--- config.mk ---
export PLATFORM = sky130hd
export DESIGN_NAME = halt_wake_sequence
export DESIGN_NICKNAME = d
export VERILOG_FILES = /design/src/verilog/halt_wake_pkg.sv /design/src/verilog/halt_wake_sequence.sv /design/src/verilog/pin_sync.sv
export VERILOG_INCLUDE_DIRS = /design/src /design/src/verilog
export SDC_FILE = /design/constraint.sdc
export NUM_CORES = 1
export LEC_CHECK = 0
export ABC_AREA = 1
export BUFFER_PORTS_ARGS = -buffer_cell sky130_fd_sc_hd__clkbuf_2
export CORE_MARGIN = 2
export CORE_UTILIZATION = 45
export CTS_BUF_LIST = sky130_fd_sc_hd__clkbuf_8
export DETAILED_ROUTE_END_ITERATION = 6
export GPL_TIMING_DRIVEN = 0
export PLACE_DENSITY_LB_ADDON = 0.08
export SLEW_MARGIN = 5
export SYNTH_ARGS = -nofsm -noshare
export SYNTH_HDL_FRONTEND = slang
export SYNTH_SLANG_ARGS = --single-unit
--- constraint.sdc ---
create_clock -name sys_clk -period 2.5 [get_ports sys_clk]
set_input_delay 0.125 -clock sys_clk [delete_from_list [all_inputs] [get_ports sys_clk]]
set_output_delay 0.125 -clock sys_clk [all_outputs]
set_load 0.02 [all_outputs]
--- src/verilog/halt_wake_consts.svh ---
`ifndef HALT_WAKE_CONSTS_SVH
`define HALT_WAKE_CONSTS_SVH

// register map (word aligned byte addresses)
`define HW_ADDR_CTRL        4'h0
`define HW_ADDR_WAKE_EN     4'h4
`define HW_ADDR_CAUSE       4'h8
`define HW_ADDR_PORT_IN     4'hc

// control register fields
`define HW_CTRL_HALT_BIT    0
`define HW_CTRL_WDIRQ_BIT   1
`define HW_CTRL_IEN_BIT     2

// reset cause register fields
`define HW_CAUSE_HALT_BIT   0
`define HW_CAUSE_WDOG_BIT   1
`define HW_CAUSE_EXT_BIT    2
`define HW_CAUSE_DBG_BIT    3

// timing
`define HW_CLK_MHZ          40
`define HW_RECOVERY_NS      1000
`define HW_RECOVERY_CYC     ((`HW_RECOVERY_NS * `HW_CLK_MHZ + 999) / 1000)
`define HW_MIN_PULSE_NS     100
`define HW_MIN_PULSE_CYC    ((`HW_MIN_PULSE_NS * `HW_CLK_MHZ + 999) / 1000)
`define HW_RESET_PULSE_CYC  4

`endif

--- src/verilog/halt_wake_pkg.sv ---
package halt_wake_pkg;
    typedef enum logic [2:0] {
        ST_RUN     = 3'b001,
        ST_HALT    = 3'b010,
        ST_RECOVER = 3'b100
    } wake_state_t;

    typedef struct packed {
        logic [3:0]  address;
        logic        read;
        logic        write;
        logic [31:0] writedata;
    } av_req_t;

    typedef struct packed {
        logic [31:0] readdata;
        logic        waitrequest;
    } av_rsp_t;

    typedef struct packed {
        logic wdog_timeout;
        logic wdog_irq_mode;
        logic ext_reset_n;
        logic debug_n;
    } wake_src_t;

    typedef struct packed {
        logic recovery_done;
        logic sys_reset_req;
        logic wdog_irq_req;
        logic halted;
    } wake_out_t;
endpackage : halt_wake_pkg

--- src/verilog/halt_wake_sequence.sv ---
// The register addresses and the Avalon-MM slave port were chosen for this implementation.
`include "halt_wake_consts.svh"
module halt_wake_sequence
    import halt_wake_pkg::*;
#(
    parameter int PINS         = 8,
    parameter int RECOVERY_CYC = `HW_RECOVERY_CYC,
    parameter int MIN_PULSE    = `HW_MIN_PULSE_CYC
) (
    input  wire logic                    sys_clk,
    input  wire logic                    rst,
    input  wire halt_wake_pkg::av_req_t  av_req,
    output halt_wake_pkg::av_rsp_t       av_rsp,
    input  wire halt_wake_pkg::wake_src_t src_in,
    input  wire logic [PINS-1:0]         port_pins,
    input  wire logic                    halt_req,
    input  wire logic                    irq_ack,
    output halt_wake_pkg::wake_out_t     wake_out,
    output logic [PINS-1:0]              port_value
);
    import halt_wake_pkg::*;

    localparam int CW = $clog2(RECOVERY_CYC + MIN_PULSE + 2);

    if (PINS < 1 || PINS > 32) begin : g_pins_chk
        $error("PINS must be 1..32");
    end
    if (RECOVERY_CYC < 1) begin : g_rec_chk
        $error("RECOVERY_CYC must be at least 1");
    end
    if (MIN_PULSE < 1 || MIN_PULSE > RECOVERY_CYC) begin : g_pulse_chk
        $error("MIN_PULSE must be 1..RECOVERY_CYC");
    end

    typedef struct packed {
        wake_state_t      state;
        logic [CW-1:0]    cnt;
        logic [CW-1:0]    pulse_cnt;
        logic             pulse_seen;
        logic             wd_wake;
        logic             wd_irq_pend;
        logic             irq_en;
        logic             sw_halt;
        logic             wd_irq_mode_cfg;
        logic [PINS-1:0]  wake_en;
        logic [PINS-1:0]  pin_ref;
        logic [PINS-1:0]  port_in;
        logic [3:0]       cause;
        logic [3:0]       rst_cnt;
        logic             ack;
        logic [31:0]      rdata;
        logic             recovery_done;
        logic             sys_reset_req;
        logic             wdog_irq_req;
        logic             halted;
    } state_t;

    state_t s_q;
    state_t s_d;

    logic [PINS-1:0] pins_s;
    logic [3:0]      ctl_s;
    logic            wd_to;
    logic            wd_irq;
    logic            ext_rst_n;
    logic            dbg_n;

    pin_sync #(.WIDTH(PINS + 4)) u_sync (
        .sys_clk  (sys_clk),
        .rst      (rst),
        .async_in ({port_pins, src_in.wdog_timeout, src_in.wdog_irq_mode,
                    src_in.ext_reset_n, src_in.debug_n}),
        .sync_out ({pins_s, ctl_s})
    );

    assign wd_to     = ctl_s[3];
    assign wd_irq    = ctl_s[2];
    assign ext_rst_n = ctl_s[1];
    assign dbg_n     = ctl_s[0];

    function automatic logic [31:0] zext(input logic [PINS-1:0] v);
        logic [31:0] r;
        r = '0;
        r[PINS-1:0] = v;
        return r;
    endfunction : zext

    function automatic logic [3:0] set_bit(input logic [3:0] v,
                                           input int         pos);
        logic [3:0] r;
        r = v;
        r[pos] = 1'b1;
        return r;
    endfunction : set_bit

    logic [PINS-1:0] pin_change;
    logic            bus_req;
    logic            halt_now;

    always_comb begin
        s_d        = s_q;
        pin_change = (pins_s ^ s_q.pin_ref) & s_q.wake_en;
        bus_req    = (av_req.read || av_req.write) && !s_q.ack;
        halt_now   = 1'b0;

        s_d.recovery_done = 1'b0;
        s_d.ack           = 1'b0;

        // register access; one wait state then ack
        if (bus_req) begin
            s_d.ack   = 1'b1;
            s_d.rdata = '0;
            if (av_req.write) begin
                case (av_req.address)
                    `HW_ADDR_CTRL: begin
                        halt_now          = av_req.writedata[`HW_CTRL_HALT_BIT];
                        s_d.wd_irq_mode_cfg =
                            av_req.writedata[`HW_CTRL_WDIRQ_BIT];
                        s_d.irq_en = av_req.writedata[`HW_CTRL_IEN_BIT];
                    end
                    `HW_ADDR_WAKE_EN: s_d.wake_en =
                        av_req.writedata[PINS-1:0];
                    `HW_ADDR_CAUSE: s_d.cause =
                        s_q.cause & ~av_req.writedata[3:0];
                    default: ;
                endcase
            end else begin
                case (av_req.address)
                    `HW_ADDR_CTRL: s_d.rdata = {29'h0, s_q.irq_en,
                        s_q.wd_irq_mode_cfg, s_q.halted};
                    `HW_ADDR_WAKE_EN: s_d.rdata = zext(s_q.wake_en);
                    `HW_ADDR_CAUSE: s_d.rdata = {28'h0, s_q.cause};
                    `HW_ADDR_PORT_IN: s_d.rdata = zext(s_q.port_in);
                    default: s_d.rdata = '0;
                endcase
            end
        end
        s_d.sw_halt = halt_now;

        if (s_q.rst_cnt != '0) begin
            s_d.rst_cnt = s_q.rst_cnt - 4'h1;
        end
        s_d.sys_reset_req = (s_q.rst_cnt != '0);

        // watchdog request waits for irq ack
        if (irq_ack) begin
            s_d.wdog_irq_req = 1'b0;
        end

        case (s_q.state)
            ST_RUN: begin
                s_d.port_in = pins_s;
                if (halt_now || halt_req) begin
                    s_d.state      = ST_HALT;
                    s_d.halted     = 1'b1;
                    s_d.pin_ref    = pins_s;
                    s_d.pulse_seen = 1'b0;
                    s_d.pulse_cnt  = '0;
                end
            end
            ST_HALT: begin
                // port_in held while halted
                if (!ext_rst_n) begin
                    s_d.cause   = set_bit(s_d.cause, `HW_CAUSE_EXT_BIT);
                    s_d.rst_cnt = 4'(`HW_RESET_PULSE_CYC);
                    s_d.state   = ST_RUN;
                    s_d.halted  = 1'b0;
                end else if (!dbg_n) begin
                    s_d.cause   = set_bit(s_d.cause, `HW_CAUSE_DBG_BIT);
                    s_d.rst_cnt = 4'(`HW_RESET_PULSE_CYC);
                    s_d.state   = ST_RUN;
                    s_d.halted  = 1'b0;
                end else if (wd_to) begin
                    s_d.wd_wake     = 1'b1;
                    s_d.wd_irq_pend = wd_irq;
                    s_d.state       = ST_RECOVER;
                    s_d.cnt         = '0;
                end else if (pin_change != '0) begin
                    s_d.pulse_seen = 1'b1;
                    s_d.pulse_cnt  = s_q.pulse_cnt + 1'b1;
                    if (s_q.pulse_cnt + 1'b1 >= CW'(MIN_PULSE)) begin
                        s_d.wd_wake     = 1'b0;
                        s_d.wd_irq_pend = 1'b0;
                        s_d.state       = ST_RECOVER;
                        s_d.cnt         = '0;
                    end
                end else if (s_q.pulse_seen) begin
                    // too short a pulse: no wake, flag only
                    s_d.cause      = set_bit(s_d.cause, `HW_CAUSE_HALT_BIT);
                    s_d.pulse_seen = 1'b0;
                    s_d.pulse_cnt  = '0;
                end
            end
            ST_RECOVER: begin
                s_d.cnt = s_q.cnt + 1'b1;
                if (s_q.cnt + 1'b1 >= CW'(RECOVERY_CYC)) begin
                    s_d.state         = ST_RUN;
                    s_d.halted        = 1'b0;
                    s_d.recovery_done = 1'b1;
                    // pins sampled only now: a level that did not last
                    // through recovery never reaches the input register
                    s_d.port_in       = pins_s;
                    s_d.cause = set_bit(s_d.cause,
                                        `HW_CAUSE_HALT_BIT);
                    if (s_q.wd_wake) begin
                        s_d.cause = set_bit(s_d.cause,
                                            `HW_CAUSE_WDOG_BIT);
                    end
                    if (s_q.wd_wake && s_q.wd_irq_pend && s_q.irq_en) begin
                        s_d.wdog_irq_req = 1'b1;
                    end
                end
            end
            default: begin
                s_d.state  = ST_RUN;
                s_d.halted = 1'b0;
            end
        endcase
    end

    always_ff @(posedge sys_clk or posedge rst) begin
        if (rst) begin
            s_q       <= '0;
            s_q.state <= ST_RUN;
        end else begin
            s_q <= s_d;
        end
    end

    assign av_rsp.readdata    = s_q.rdata;
    assign av_rsp.waitrequest = !s_q.ack;
    assign wake_out.recovery_done = s_q.recovery_done;
    assign wake_out.sys_reset_req = s_q.sys_reset_req;
    assign wake_out.wdog_irq_req  = s_q.wdog_irq_req;
    assign wake_out.halted        = s_q.halted;
    assign port_value             = s_q.port_in;
endmodule : halt_wake_sequence

--- src/verilog/pin_sync.sv ---
module pin_sync #(
    parameter int WIDTH = 8
) (
    input  wire logic             sys_clk,
    input  wire logic             rst,
    input  wire logic [WIDTH-1:0] async_in,
    output logic      [WIDTH-1:0] sync_out
);
    logic [WIDTH-1:0] meta_q;

    if (WIDTH < 1) begin : g_width_chk
        $error("pin_sync: WIDTH must be positive");
    end

    always_ff @(posedge sys_clk or posedge rst) begin
        if (rst) begin
            meta_q   <= '0;
            sync_out <= '0;
        end else begin
            meta_q   <= async_in;
            sync_out <= meta_q;
        end
    end
endmodule : pin_sync

==> flow_metrics.tcl, run 1 <==
set metrics [dict create \
    crit_path_end_kind "flop" \
    crit_path_frequent_cell "nand2_1" \
    synth.cell_area_um2 4319 \
    antenna_found_initial 0 \
    power_density_nw_per_um2 822.9 \
    cp.required_ns 2.79 \
    die_y_um 102.0 \
    ios 99 \
    die_w_um 102.0 \
    max_freq_mhz 585.4 \
    ir_worst_vdd_v 0.0003892 \
    crit_path_cell_trace "ha_1 > xnor2_1 > nand2_1 > nor2_1 > nand2_1 > nand3_1 > buf_4 > nand3_1 > nand2_1" \
    fin_nets 640 \
    grt_use_total_pct 16.59 \
    cp_data_arrival_time_ns 1.99 \
    syn_avg_cell_area_um2 8.980 \
    finalMaxSlewViolations 0 \
    max_stage_delay_ns 0.46 \
    dp_hpwl_um 5997 \
    grt_pass1_vias 2845 \
    synthToLayoutAreaGrowth_pct 20.31 \
    cp_top_family "simple AND/OR/NAND/NOR gates" \
    clk_path_buf_depth 2 \
    gp_congestion 0.8295 \
    wl_per_cell_um 11.21 \
    grt_pass1_wl_um 13420 \
    yosysSeqAreaShare_pct 51.59 \
    grt-ovfl-total 0 \
    coreArea_um2 9284 \
    dieArea_um2 10400 \
    period_minus_slack_ns 1.708 \
    final_layout_size_suffix_gt1_share_pct 26.88 \
    first_pass_iters 4 \
    status "finished, final reports clean" \
    postLayoutCoreUtil_pct 55.97 \
    grt_setup_unrepaired "no" \
    leakage_nw 2.761 \
    hold_class "in -> reg" \
    syn_inst 481 \
    initial_utilization_pct 46.52 \
    synth.area.top_cells "dfrtp_1, nand2_1, buf_4" \
    tns_ns 0 \
    cp_slowest_cell "dfrtp_1" \
    clk_pin_slew_worst_paths_ns 0.08 \
    hold_ws_ns 0.02425 \
    clock_skew_ns 0.005888 \
    yosysTopAreaCell "dfrtp_1" \
    ctsHoldBuffers 15 \
    relSlewSlack_pct 44.95 \
    cts_setup_buffers 0 \
    synth_top_cell_area_share_pct 50.98 \
    post_synth_num_cell_types 39 \
    ys_warn_count 0 \
    cts_max_level 3 \
    drc_errors 0 \
    cp_max_fo 10 \
    timing.setup.critical_path_class "reg -> reg" \
    routed-via-count 3130 \
    min_period_over_period_pct 68.33 \
    cts_tree "built" \
    drt_iter0_markers 116 \
    startpoint_type "flop" \
    num_antenna_cells 0 \
    n_fill_cell 875 \
    setup_viol 0 \
    critPathBufInv 1 \
    viasPerCell 4.390 \
    grt_max_degree 53 \
    cap_violations 0 \
    synth_seq_cells 89 \
    insertion_delay_ns 0.34 \
    cts_num_sinks 89 \
    placementRows 35 \
    postRouteWirelength_um 7993 \
    finalPower_mw 4.276 \
    tightest_slew_ns 0.8195 \
    hold_viol_final 0 \
    ant_nets 0 \
    layout_common_cells "nand2_1, dfrtp_1, inv_1, clkbuf_2, buf_4" \
    mostFrequentLayoutCell "nand2_1" \
    cts_resized 0 \
    cts_made_buffers 9 \
    cts-root-buf "clkbuf_8" \
    portBuffers 50 \
]
registers in the layout, indices dropped and copies added (netlist names):
signal,cells
av_rsp,8
u_sync.meta_q,12
port_value,8
s_q,45
wake_out,4
u_sync.sync_out,12
routing by layer:
| metal | vias to the layer above | GRT usage [%] | wire length, um |
|---|---|---|---|
| li1 | 1642 | - | - |
| met1 | 1405 | 23.91 | 3985 |
| met2 | 79 | 25.76 | 3550 |
| met3 | 4 | 2.531 | 400 |
| met4 | 0 | 5.846 | 57 |
| met5 | - | 0 | 0 |
worst paths after layout:
path                                                 start                            to  slack, ns  cells past startpoint
worst max-delay path                   s_q[75]$_DFFE_PP0P_           s_q[82]$_DFFE_PP0P_       0.79                      9
worst min-delay path                               irq_ack         wake_out[1]$_DFF_PP0_       0.02                      4
worst max register to register         s_q[75]$_DFFE_PP0P_           s_q[82]$_DFFE_PP0P_       0.79                      9
worst min register to register  u_sync.meta_q[9]$_DFF_PP0_  u_sync.sync_out[9]$_DFF_PP0_       0.35                      0
max in group asynchronous                              rst             s_q[42]$_DFF_PP0_       1.54                      4
min in group asynchronous                              rst   u_sync.meta_q[11]$_DFF_PP0_       0.36                      3
through the flow:
stage | worst slack, ns | instance area [um2] | cells
2_1_floorplan | 0.06975 | 4405 | 504
3_3_place_gp | -0.9912 | 4817 | 683
3_5_place_dp | 0.7949 | 4847 | 684
4_1_cts | 0.7758 | 5196 | 713
5_1_grt | 0.5928 | 5196 | 713
6_report | 0.7919 | 5196 | 713
cell usage after synthesis:
| library cell | n |
|---|---|
| clkinv_2 | 3 |
| dfrtp_1 | 88 |
| xnor2_1 | 1 |
| or2_1 | 1 |
| a21oi_2 | 1 |
| xor2_1 | 1 |
| nor3_4 | 4 |
| o211ai_1 | 2 |
| buf_4 | 47 |
| buf_6 | 1 |
| o21ai_1 | 7 |
| nand3_4 | 2 |
| dfstp_2 | 1 |
| inv_2 | 5 |
| nand3_2 | 2 |
| nand2_4 | 3 |
| ha_1 | 5 |
| a21oi_1 | 2 |
| nor3_2 | 1 |
| nor3_1 | 2 |
| nand4_1 | 8 |
| o21ai_0 | 24 |
| nor2_1 | 15 |
| a22o_2 | 3 |
| nand2_2 | 4 |
| inv_1 | 56 |
| a211oi_1 | 1 |
| nand3_1 | 36 |
| o21ai_2 | 8 |
| conb_1 | 1 |
| buf_2 | 1 |
| nand2_1 | 136 |
| nand4_2 | 1 |
| nor2_2 | 1 |
| o31ai_1 | 1 |
| inv_4 | 1 |
| and2_1 | 1 |
| nor2_4 | 1 |
| mux2_4 | 3 |
layout make-up:
| cell class | instances | area, um2 | area share [%] |
|---|---|---|---|
| plain buffers | 49 | 369.1 | 7.103 |
| clock buffers | 9 | 123.9 | 2.384 |
| clock inverters | 5 | 75.07 | 1.445 |
| inverters | 65 | 252.7 | 4.864 |
| multi-input cells | 301 | 1558 | 29.98 |
| flip-flops and latches | 89 | 2228 | 42.88 |
| well taps | 129 | 161.4 | 3.106 |
| repair buffers | 66 | 427.9 | 8.235 |
power breakdown:
group	switching, mW	internal, mW
Sequential	0.256	1.75
Combinational	0.738	0.512
Clock	0.478	0.546
Total	1.47	2.80
tightest hold or removal path, cell delays in order:
cell,delay (ns)
clkbuf_2,0.07
inv_1,0.03
nand2_1,0.05
o21ai_1,0.06
kinds of logic (layout without fill, tap and decap cells):
family / Yosys count / after routing / share of synthesized area [%]
multiplexers: 3 / 3 / 1.043
AO/OA/AOI/OAI: 49 / 49 / 7.040
adder cells (fa/ha/maj): 5 / 5 / 1.448
other: 1 / 24 / 0.08682
flip-flops: 89 / 89 / 51.59
XOR/XNOR: 2 / 2 / 0.4056
AND/OR/NAND/NOR: 218 / 218 / 24.04
buffers and inverters: 114 / 194 / 14.34
No activity file was read; power rests on OpenSTA's default activity.
==> inputs of run 2 (changes only) <==
==> constraint.sdc (replaced) <==
create_clock -name sys_clk -period 1.4 [get_ports sys_clk]
set_input_delay 0.07 -clock sys_clk [delete_from_list [all_inputs] [get_ports sys_clk]]
set_output_delay 0.07 -clock sys_clk [all_outputs]
set_load 0.02 [all_outputs]
==> flow_metrics.tcl, run 2 (synthesized netlist as in run 1, its figures left out) <==
set metrics [dict create \
    p_switching_mw 3.069 \
    largest-register "s_q" \
    ant_nets 0 \
    first_pass_iters 4 \
    final_layout_size_suffix_gt1_share_pct 40.58 \
    cp_data_arrival_time_ns 1.87 \
    cts_num_sinks 89 \
    grt_pass1_wl_um 14730 \
    period_minus_slack_ns 1.572 \
    violations "setup timing" \
    crit_path_end_kind "flop" \
    dp_hpwl_um 6158 \
    fin_nets 675 \
    cts_tree "built" \
    wl_per_cell_um 12.10 \
    min_period_over_period_pct 112.3 \
    setup_viol 30 \
    viasPerCell 4.505 \
    clock_skew_ns 0.01208 \
    postRouteWirelength_um 9076 \
    routed-via-count 3379 \
    cts-root-buf "clkbuf_8" \
    antenna_found_initial 0 \
    timing.setup.critical_path_class "reg -> reg" \
    clk_pin_slew_worst_paths_ns 0.09 \
    drc_errors 0 \
    cp_max_fo 5 \
    leakage_nw 3.016 \
    insertion_delay_ns 0.35 \
    placementRows 35 \
    grt-ovfl-total 0 \
    power_frac_clock_pct 22.7 \
    grt_setup_unrepaired "yes" \
    cts_made_buffers 9 \
    initial_utilization_pct 46.52 \
    placed_area_um2 4897 \
    clk_path_buf_depth 2 \
    p_sw_share_pct 35.81 \
    cts_max_level 3 \
    max_freq_mhz 636.1 \
    die_y_um 102.0 \
    reg_top3 "s_q: 45 flops, u_sync.meta_q: 12 flops, u_sync.sync_out: 12 flops" \
    die_w_um 102.0 \
    relSlewSlack_pct 55.86 \
    startpoint_type "flop" \
    gp_congestion 0.8522 \
    tns_ns -2.548 \
    dieArea_um2 10400 \
    synthToLayoutAreaGrowth_pct 35.78 \
    cp.required_ns 1.69 \
    grt_max_degree 33 \
    hold_viol_final 0 \
    drt_iter0_markers 120 \
    coreArea_um2 9284 \
    mostFrequentLayoutCell "nand2_1" \
    ir_worst_vdd_v 0.0008380 \
    design_area_um2 5864 \
    ios 99 \
    status "complete, but fails checks" \
    grt_pass1_vias 3081 \
    n_fill_cell 815 \
    hold_class "in -> reg" \
    finalMaxSlewViolations 0 \
    layout_common_cells "nand2_1, dfrtp_1, buf_4, inv_1, clkbuf_2" \
    num_antenna_cells 0 \
    pwr-share-comb_pct 35.1 \
    p_int_mw 5.500 \
    finalWorstSetupSlack_ns -0.1721 \
    cap_violations 0 \
    grt_use_total_pct 18.14 \
    tightest_slew_ns 0.6607 \
    portBuffers 50 \
    power_density_nw_per_um2 1461 \
    p_seq_share_pct 42.2 \
    finalPower_mw 8.569 \
    largest_reg_flops 45 \
]
[run 2: cell count changes in the layout (fill, tap and decap cells not counted), moves of 4 or more]
cell,before,now
nand3_4,2,6
o21ai_0,24,15
o21ai_2,8,19
nand2_4,3,7
buf_6,1,8
buf_4,47,67
nor2_1,15,9
inv_2,5,12
nand2_1,136,115
nand3_1,36,26
nand3_2,2,8
nand2_2,4,21
dlygate4sd3_1,15,20
inv_1,57,50
[run 2: worst max-delay path, cell delays in order (launching register included)]
cell	delay [ns]
dfrtp_2	0.46
ha_4	0.19
xnor2_2	0.16
nand2_1	0.09
nor2_2	0.13
nand2_2	0.10
nand3_4	0.10
buf_6	0.15
nand3_1	0.07
nand2_1	0.06
[run 2: through the flow]
stage	instances	util, %	hold slack, ns	setup slack, ns
final	750	63.17	0.008794	-0.1721
after global routing	750	63.17	0.02853	-0.2331
after CTS	736	59.18	0.004112	-0.1393
after global placement	683	52.32	0.1793	-0.4692
after floorplan	504	-	0.1014	-0.04206
after detailed placement	685	52.75	0.1796	-0.2474
[run 2: path summary, 6_finish.rpt]
kind	to	depth (start not counted)	slack [ns]	startpoint
worst max-delay path	s_q[83]$_DFFE_PP0P_	9	-0.17	s_q[76]$_DFFE_PP0P_
worst min-delay path	s_q[64]$_DFFE_PP0P_	3	0.009	av_req[3]
worst max register to register	s_q[83]$_DFFE_PP0P_	9	-0.17	s_q[76]$_DFFE_PP0P_
worst min register to register	u_sync.sync_out[3]$_DFF_PP0_	0	0.34	u_sync.meta_q[3]$_DFF_PP0_
max in group asynchronous	s_q[87]$_DFFE_PP1P_	5	0.19	rst
min in group asynchronous	u_sync.meta_q[9]$_DFF_PP0_	3	0.35	rst
[run 2: repair_timing]
action                                 in CTS  in global routing
endpoints found under the hold margin      48                  0
setup endpoints to repair                  39                 47
pin swaps                                  11                 27
hold buffers                               20                  0
gates cloned                                1                  2
setup buffers                              14                 12
resized for setup                          27                 69
[run 2: layout make-up]
| type | count | area [um2] | share of cell area [%] |
|---|---|---|---|
| Inverter | 65 | 260.3 | 4.438 |
| Sequential cell | 89 | 2232 | 38.06 |
| Buffer | 49 | 386.6 | 6.593 |
| Clock buffer | 10 | 137.6 | 2.347 |
| Timing Repair Buffer | 100 | 737.0 | 12.57 |
| Multi-Input combinational cell | 302 | 1866 | 31.81 |
| Clock inverter | 6 | 83.83 | 1.429 |
| Tap cell | 129 | 161.4 | 2.752 |
[run 2: power groups by stage]
stage	clock network, mW	logic, mW	registers, mW
global placement	0	2.18	3.61
CTS	1.99	2.58	3.57
floorplan	0	1.77	3.48
global route	2.12	3.33	3.67
finish	1.95	3.01	3.61
detailed placement	0	2.24	3.63
[run 2: routing by layer]
metal	track usage, %	share of wire, %	up-vias
li1	-	-	1728
met1	26.33	48	1579
met2	27.94	48	67
met3	3.488	3.6	5
met4	5.231	0.76	0
met5	0	0	-
==> inputs of run 3 (changes only) <==
--- a/config.mk
+++ b/config.mk
@@ -10,10 +10,11 @@
 export BUFFER_PORTS_ARGS = -buffer_cell sky130_fd_sc_hd__clkbuf_2
 export CORE_MARGIN = 2
 export CORE_UTILIZATION = 45
-export CTS_BUF_LIST = sky130_fd_sc_hd__clkbuf_8
+export CTS_BUF_LIST = sky130_fd_sc_hd__clkbuf_4 sky130_fd_sc_hd__clkbuf_8 sky130_fd_sc_hd__clkbuf_16
 export DETAILED_ROUTE_END_ITERATION = 6
 export GPL_TIMING_DRIVEN = 0
 export PLACE_DENSITY_LB_ADDON = 0.08
+export SETUP_SLACK_MARGIN = 0.5
 export SLEW_MARGIN = 5
 export SYNTH_ARGS = -nofsm -noshare
 export SYNTH_HDL_FRONTEND = slang
==> flow_metrics.tcl, run 3 (synthesized netlist as in run 1, its figures left out) <==
set metrics [dict create \
    place_ws_ns -0.2535 \
    ff2ff_path_depth 10 \
    grt_pass1_vias 3441 \
    grt_pass1_wl_um 16430 \
    ant_nets 0 \
    whs_path_depth 3 \
    cp_max_fo 5 \
    drt_iter0_markers 132 \
    cts_max_level 3 \
    n_fill_cell 728 \
    clock_skew_ns 0.01468 \
    top_layer "met4" \
    design_area_um2 6605 \
    setup_viol 36 \
    finalPower_mw 9.548 \
    startpoint_type "flop" \
    tightest_slew_ns 0.5014 \
    cp_slowest_cell "dfrtp_2" \
    p_int_mw 6.136 \
    cp_data_arrival_time_ns 1.80 \
    hold_viol_final 0 \
    p_sw_share_pct 35.73 \
    ios 99 \
    leakage_nw 3.320 \
    largest_reg_flops 45 \
    placed_area_um2 5042 \
    finalMaxSlewViolations 0 \
    max_stage_delay_ns 0.43 \
    gp_congestion 0.8742 \
    insertion_delay_ns 0.36 \
    layout_common_cells "nand2_1, dfrtp_1, buf_4, inv_1, buf_6" \
    grt_max_degree 39 \
    mostFrequentLayoutCell "nand2_1" \
    cts_made_buffers 9 \
    grt-ovfl-total 0 \
    clk_path_buf_depth 2 \
    critPathBufInv 2 \
    dp_hpwl_um 6321 \
    clk_pin_slew_worst_paths_ns 0.09 \
    period_minus_slack_ns 1.556 \
    coreArea_um2 9284 \
    r2r-start "s_q[82]$_DFFE_PP0P_" \
    postRouteWirelength_um 10150 \
    drc_errors 0 \
    num_antenna_cells 0 \
    largest-register "s_q" \
    ir_worst_vdd_v 0.0006015 \
    min_from "av_req[0]" \
    relSlewSlack_pct 66.46 \
    hold_ws_ns 0.01375 \
    cts_num_sinks 89 \
    die_y_um 102.0 \
    min_period_over_period_pct 111.1 \
    pwr-share-comb_pct 43.3 \
    tns_ns -3.053 \
    holdPathEnd "s_q[61]$_DFFE_PP0P_" \
    die_w_um 102.0 \
    portBuffers 50 \
    final_cells 780 \
    r2r_setup_slack_ns -0.16 \
    met2_length_um 5103 \
    cts-root-buf "clkbuf_8" \
    power_density_nw_per_um2 1446 \
    antenna_found_initial 0 \
    wl_met3_um 426 \
    crit_path_frequent_cell "nand2_1" \
    violations "setup timing" \
    first_pass_iters 4 \
    p_seq_share_pct 37.8 \
    status "complete, but fails checks" \
    power_frac_clock_pct 18.8 \
    cap_violations 0 \
    viasPerCell 4.555 \
    placementRows 35 \
    cp_top_family "simple AND/OR/NAND/NOR gates" \
    hold_class "in -> reg" \
    fin_nets 705 \
    crit_path_cell_trace "buf_4 > nand3_1 > nand2_1 > nand2_1 > nand3_2 > nand2_1 > nand2_2 > buf_6 > nand3_2 > nand2_1" \
    grt_setup_unrepaired "yes" \
    initial_utilization_pct 46.52 \
    cp.required_ns 1.65 \
    crit_path_end_kind "flop" \
    place_inst 685 \
    cts_tree "built" \
    postLayoutCoreUtil_pct 71.15 \
    r2r-end "port_value[6]$_DFFE_PP0P_" \
    timing.setup.critical_path_class "reg -> reg" \
    routed-via-count 3553 \
    final_layout_size_suffix_gt1_share_pct 46.70 \
    wl_per_cell_um 13.02 \
    wl_met1_um 4510 \
    synthToLayoutAreaGrowth_pct 52.93 \
    p_switching_mw 3.412 \
    reg_top3 "s_q: 45 flops, u_sync.meta_q: 12 flops, u_sync.sync_out: 12 flops" \
    grt_use_total_pct 20.26 \
    max_freq_mhz 642.8 \
    finalWorstSetupSlack_ns -0.1557 \
    dieArea_um2 10400 \
]
==> run 3: per-layer routing <==
layer	up-vias	track usage [%]
li1	1790	-
met1	1667	28.36
met2	84	33.00
met3	12	3.488
met4	0	5.231
met5	-	0
==> run 3: worst max path at each step <==
stage | endpoint | cells past startpoint | slack [ns] | startpoint
floorplan | port_value[0]$_DFFE_PP0P_ | 9 | -0.03 | s_q[81]$_DFFE_PP0P_
global placement | s_q[76]$_DFFE_PP0P_ | 2 | -0.47 | rst
detailed placement | port_value[4]$_DFFE_PP0P_ | 9 | -0.25 | s_q[81]$_DFFE_PP0P_
CTS | s_q[83]$_DFFE_PP0P_ | 9 | -0.14 | s_q[76]$_DFFE_PP0P_
global route | s_q[83]$_DFFE_PP0P_ | 9 | -0.27 | s_q[76]$_DFFE_PP0P_
finish | port_value[6]$_DFFE_PP0P_ | 10 | -0.16 | s_q[82]$_DFFE_PP0P_
==> run 3: timing repair <==
action / in CTS / in global routing
hold buffers: 19 / 0
buffers inserted: 37 / 16
gates resized for setup: 100 / 85
pin swaps: 20 / 25
endpoints found under the hold margin: 32 / 0
cloned: 3 / 4
endpoints found under the setup margin: 85 / 87
==> run 3: layout make-up <==
| type | count | area, um2 | area share [%] |
|---|---|---|---|
| Multi-Input combinational cell | 304 | 2034 | 30.80 |
| Timing Repair Buffer | 128 | 1230 | 18.62 |
| Tap cell | 129 | 161.4 | 2.444 |
| Clock buffer | 11 | 145.1 | 2.197 |
| Inverter | 65 | 271.5 | 4.111 |
| Clock inverter | 5 | 55.05 | 0.8335 |
| Buffer | 49 | 474.2 | 7.179 |
| Sequential cell | 89 | 2233 | 33.81 |
==> run 3: power by group through the flow <==
stage	registers, mW	clock network [mW]	logic [mW]
after floorplan	3.50	0	1.91
after global placement	3.63	0	2.33
after detailed placement	3.65	0	2.40
after CTS	3.56	1.85	3.68
after global routing	3.67	1.97	4.52
final	3.61	1.80	4.14
==> run 3: worst register-to-register path: cells and delay by family (launching register included) <==
kind	cells	cell delay [ns]
simple gates	8	0.66
buf+inv	2	0.33
flops	1	0.43
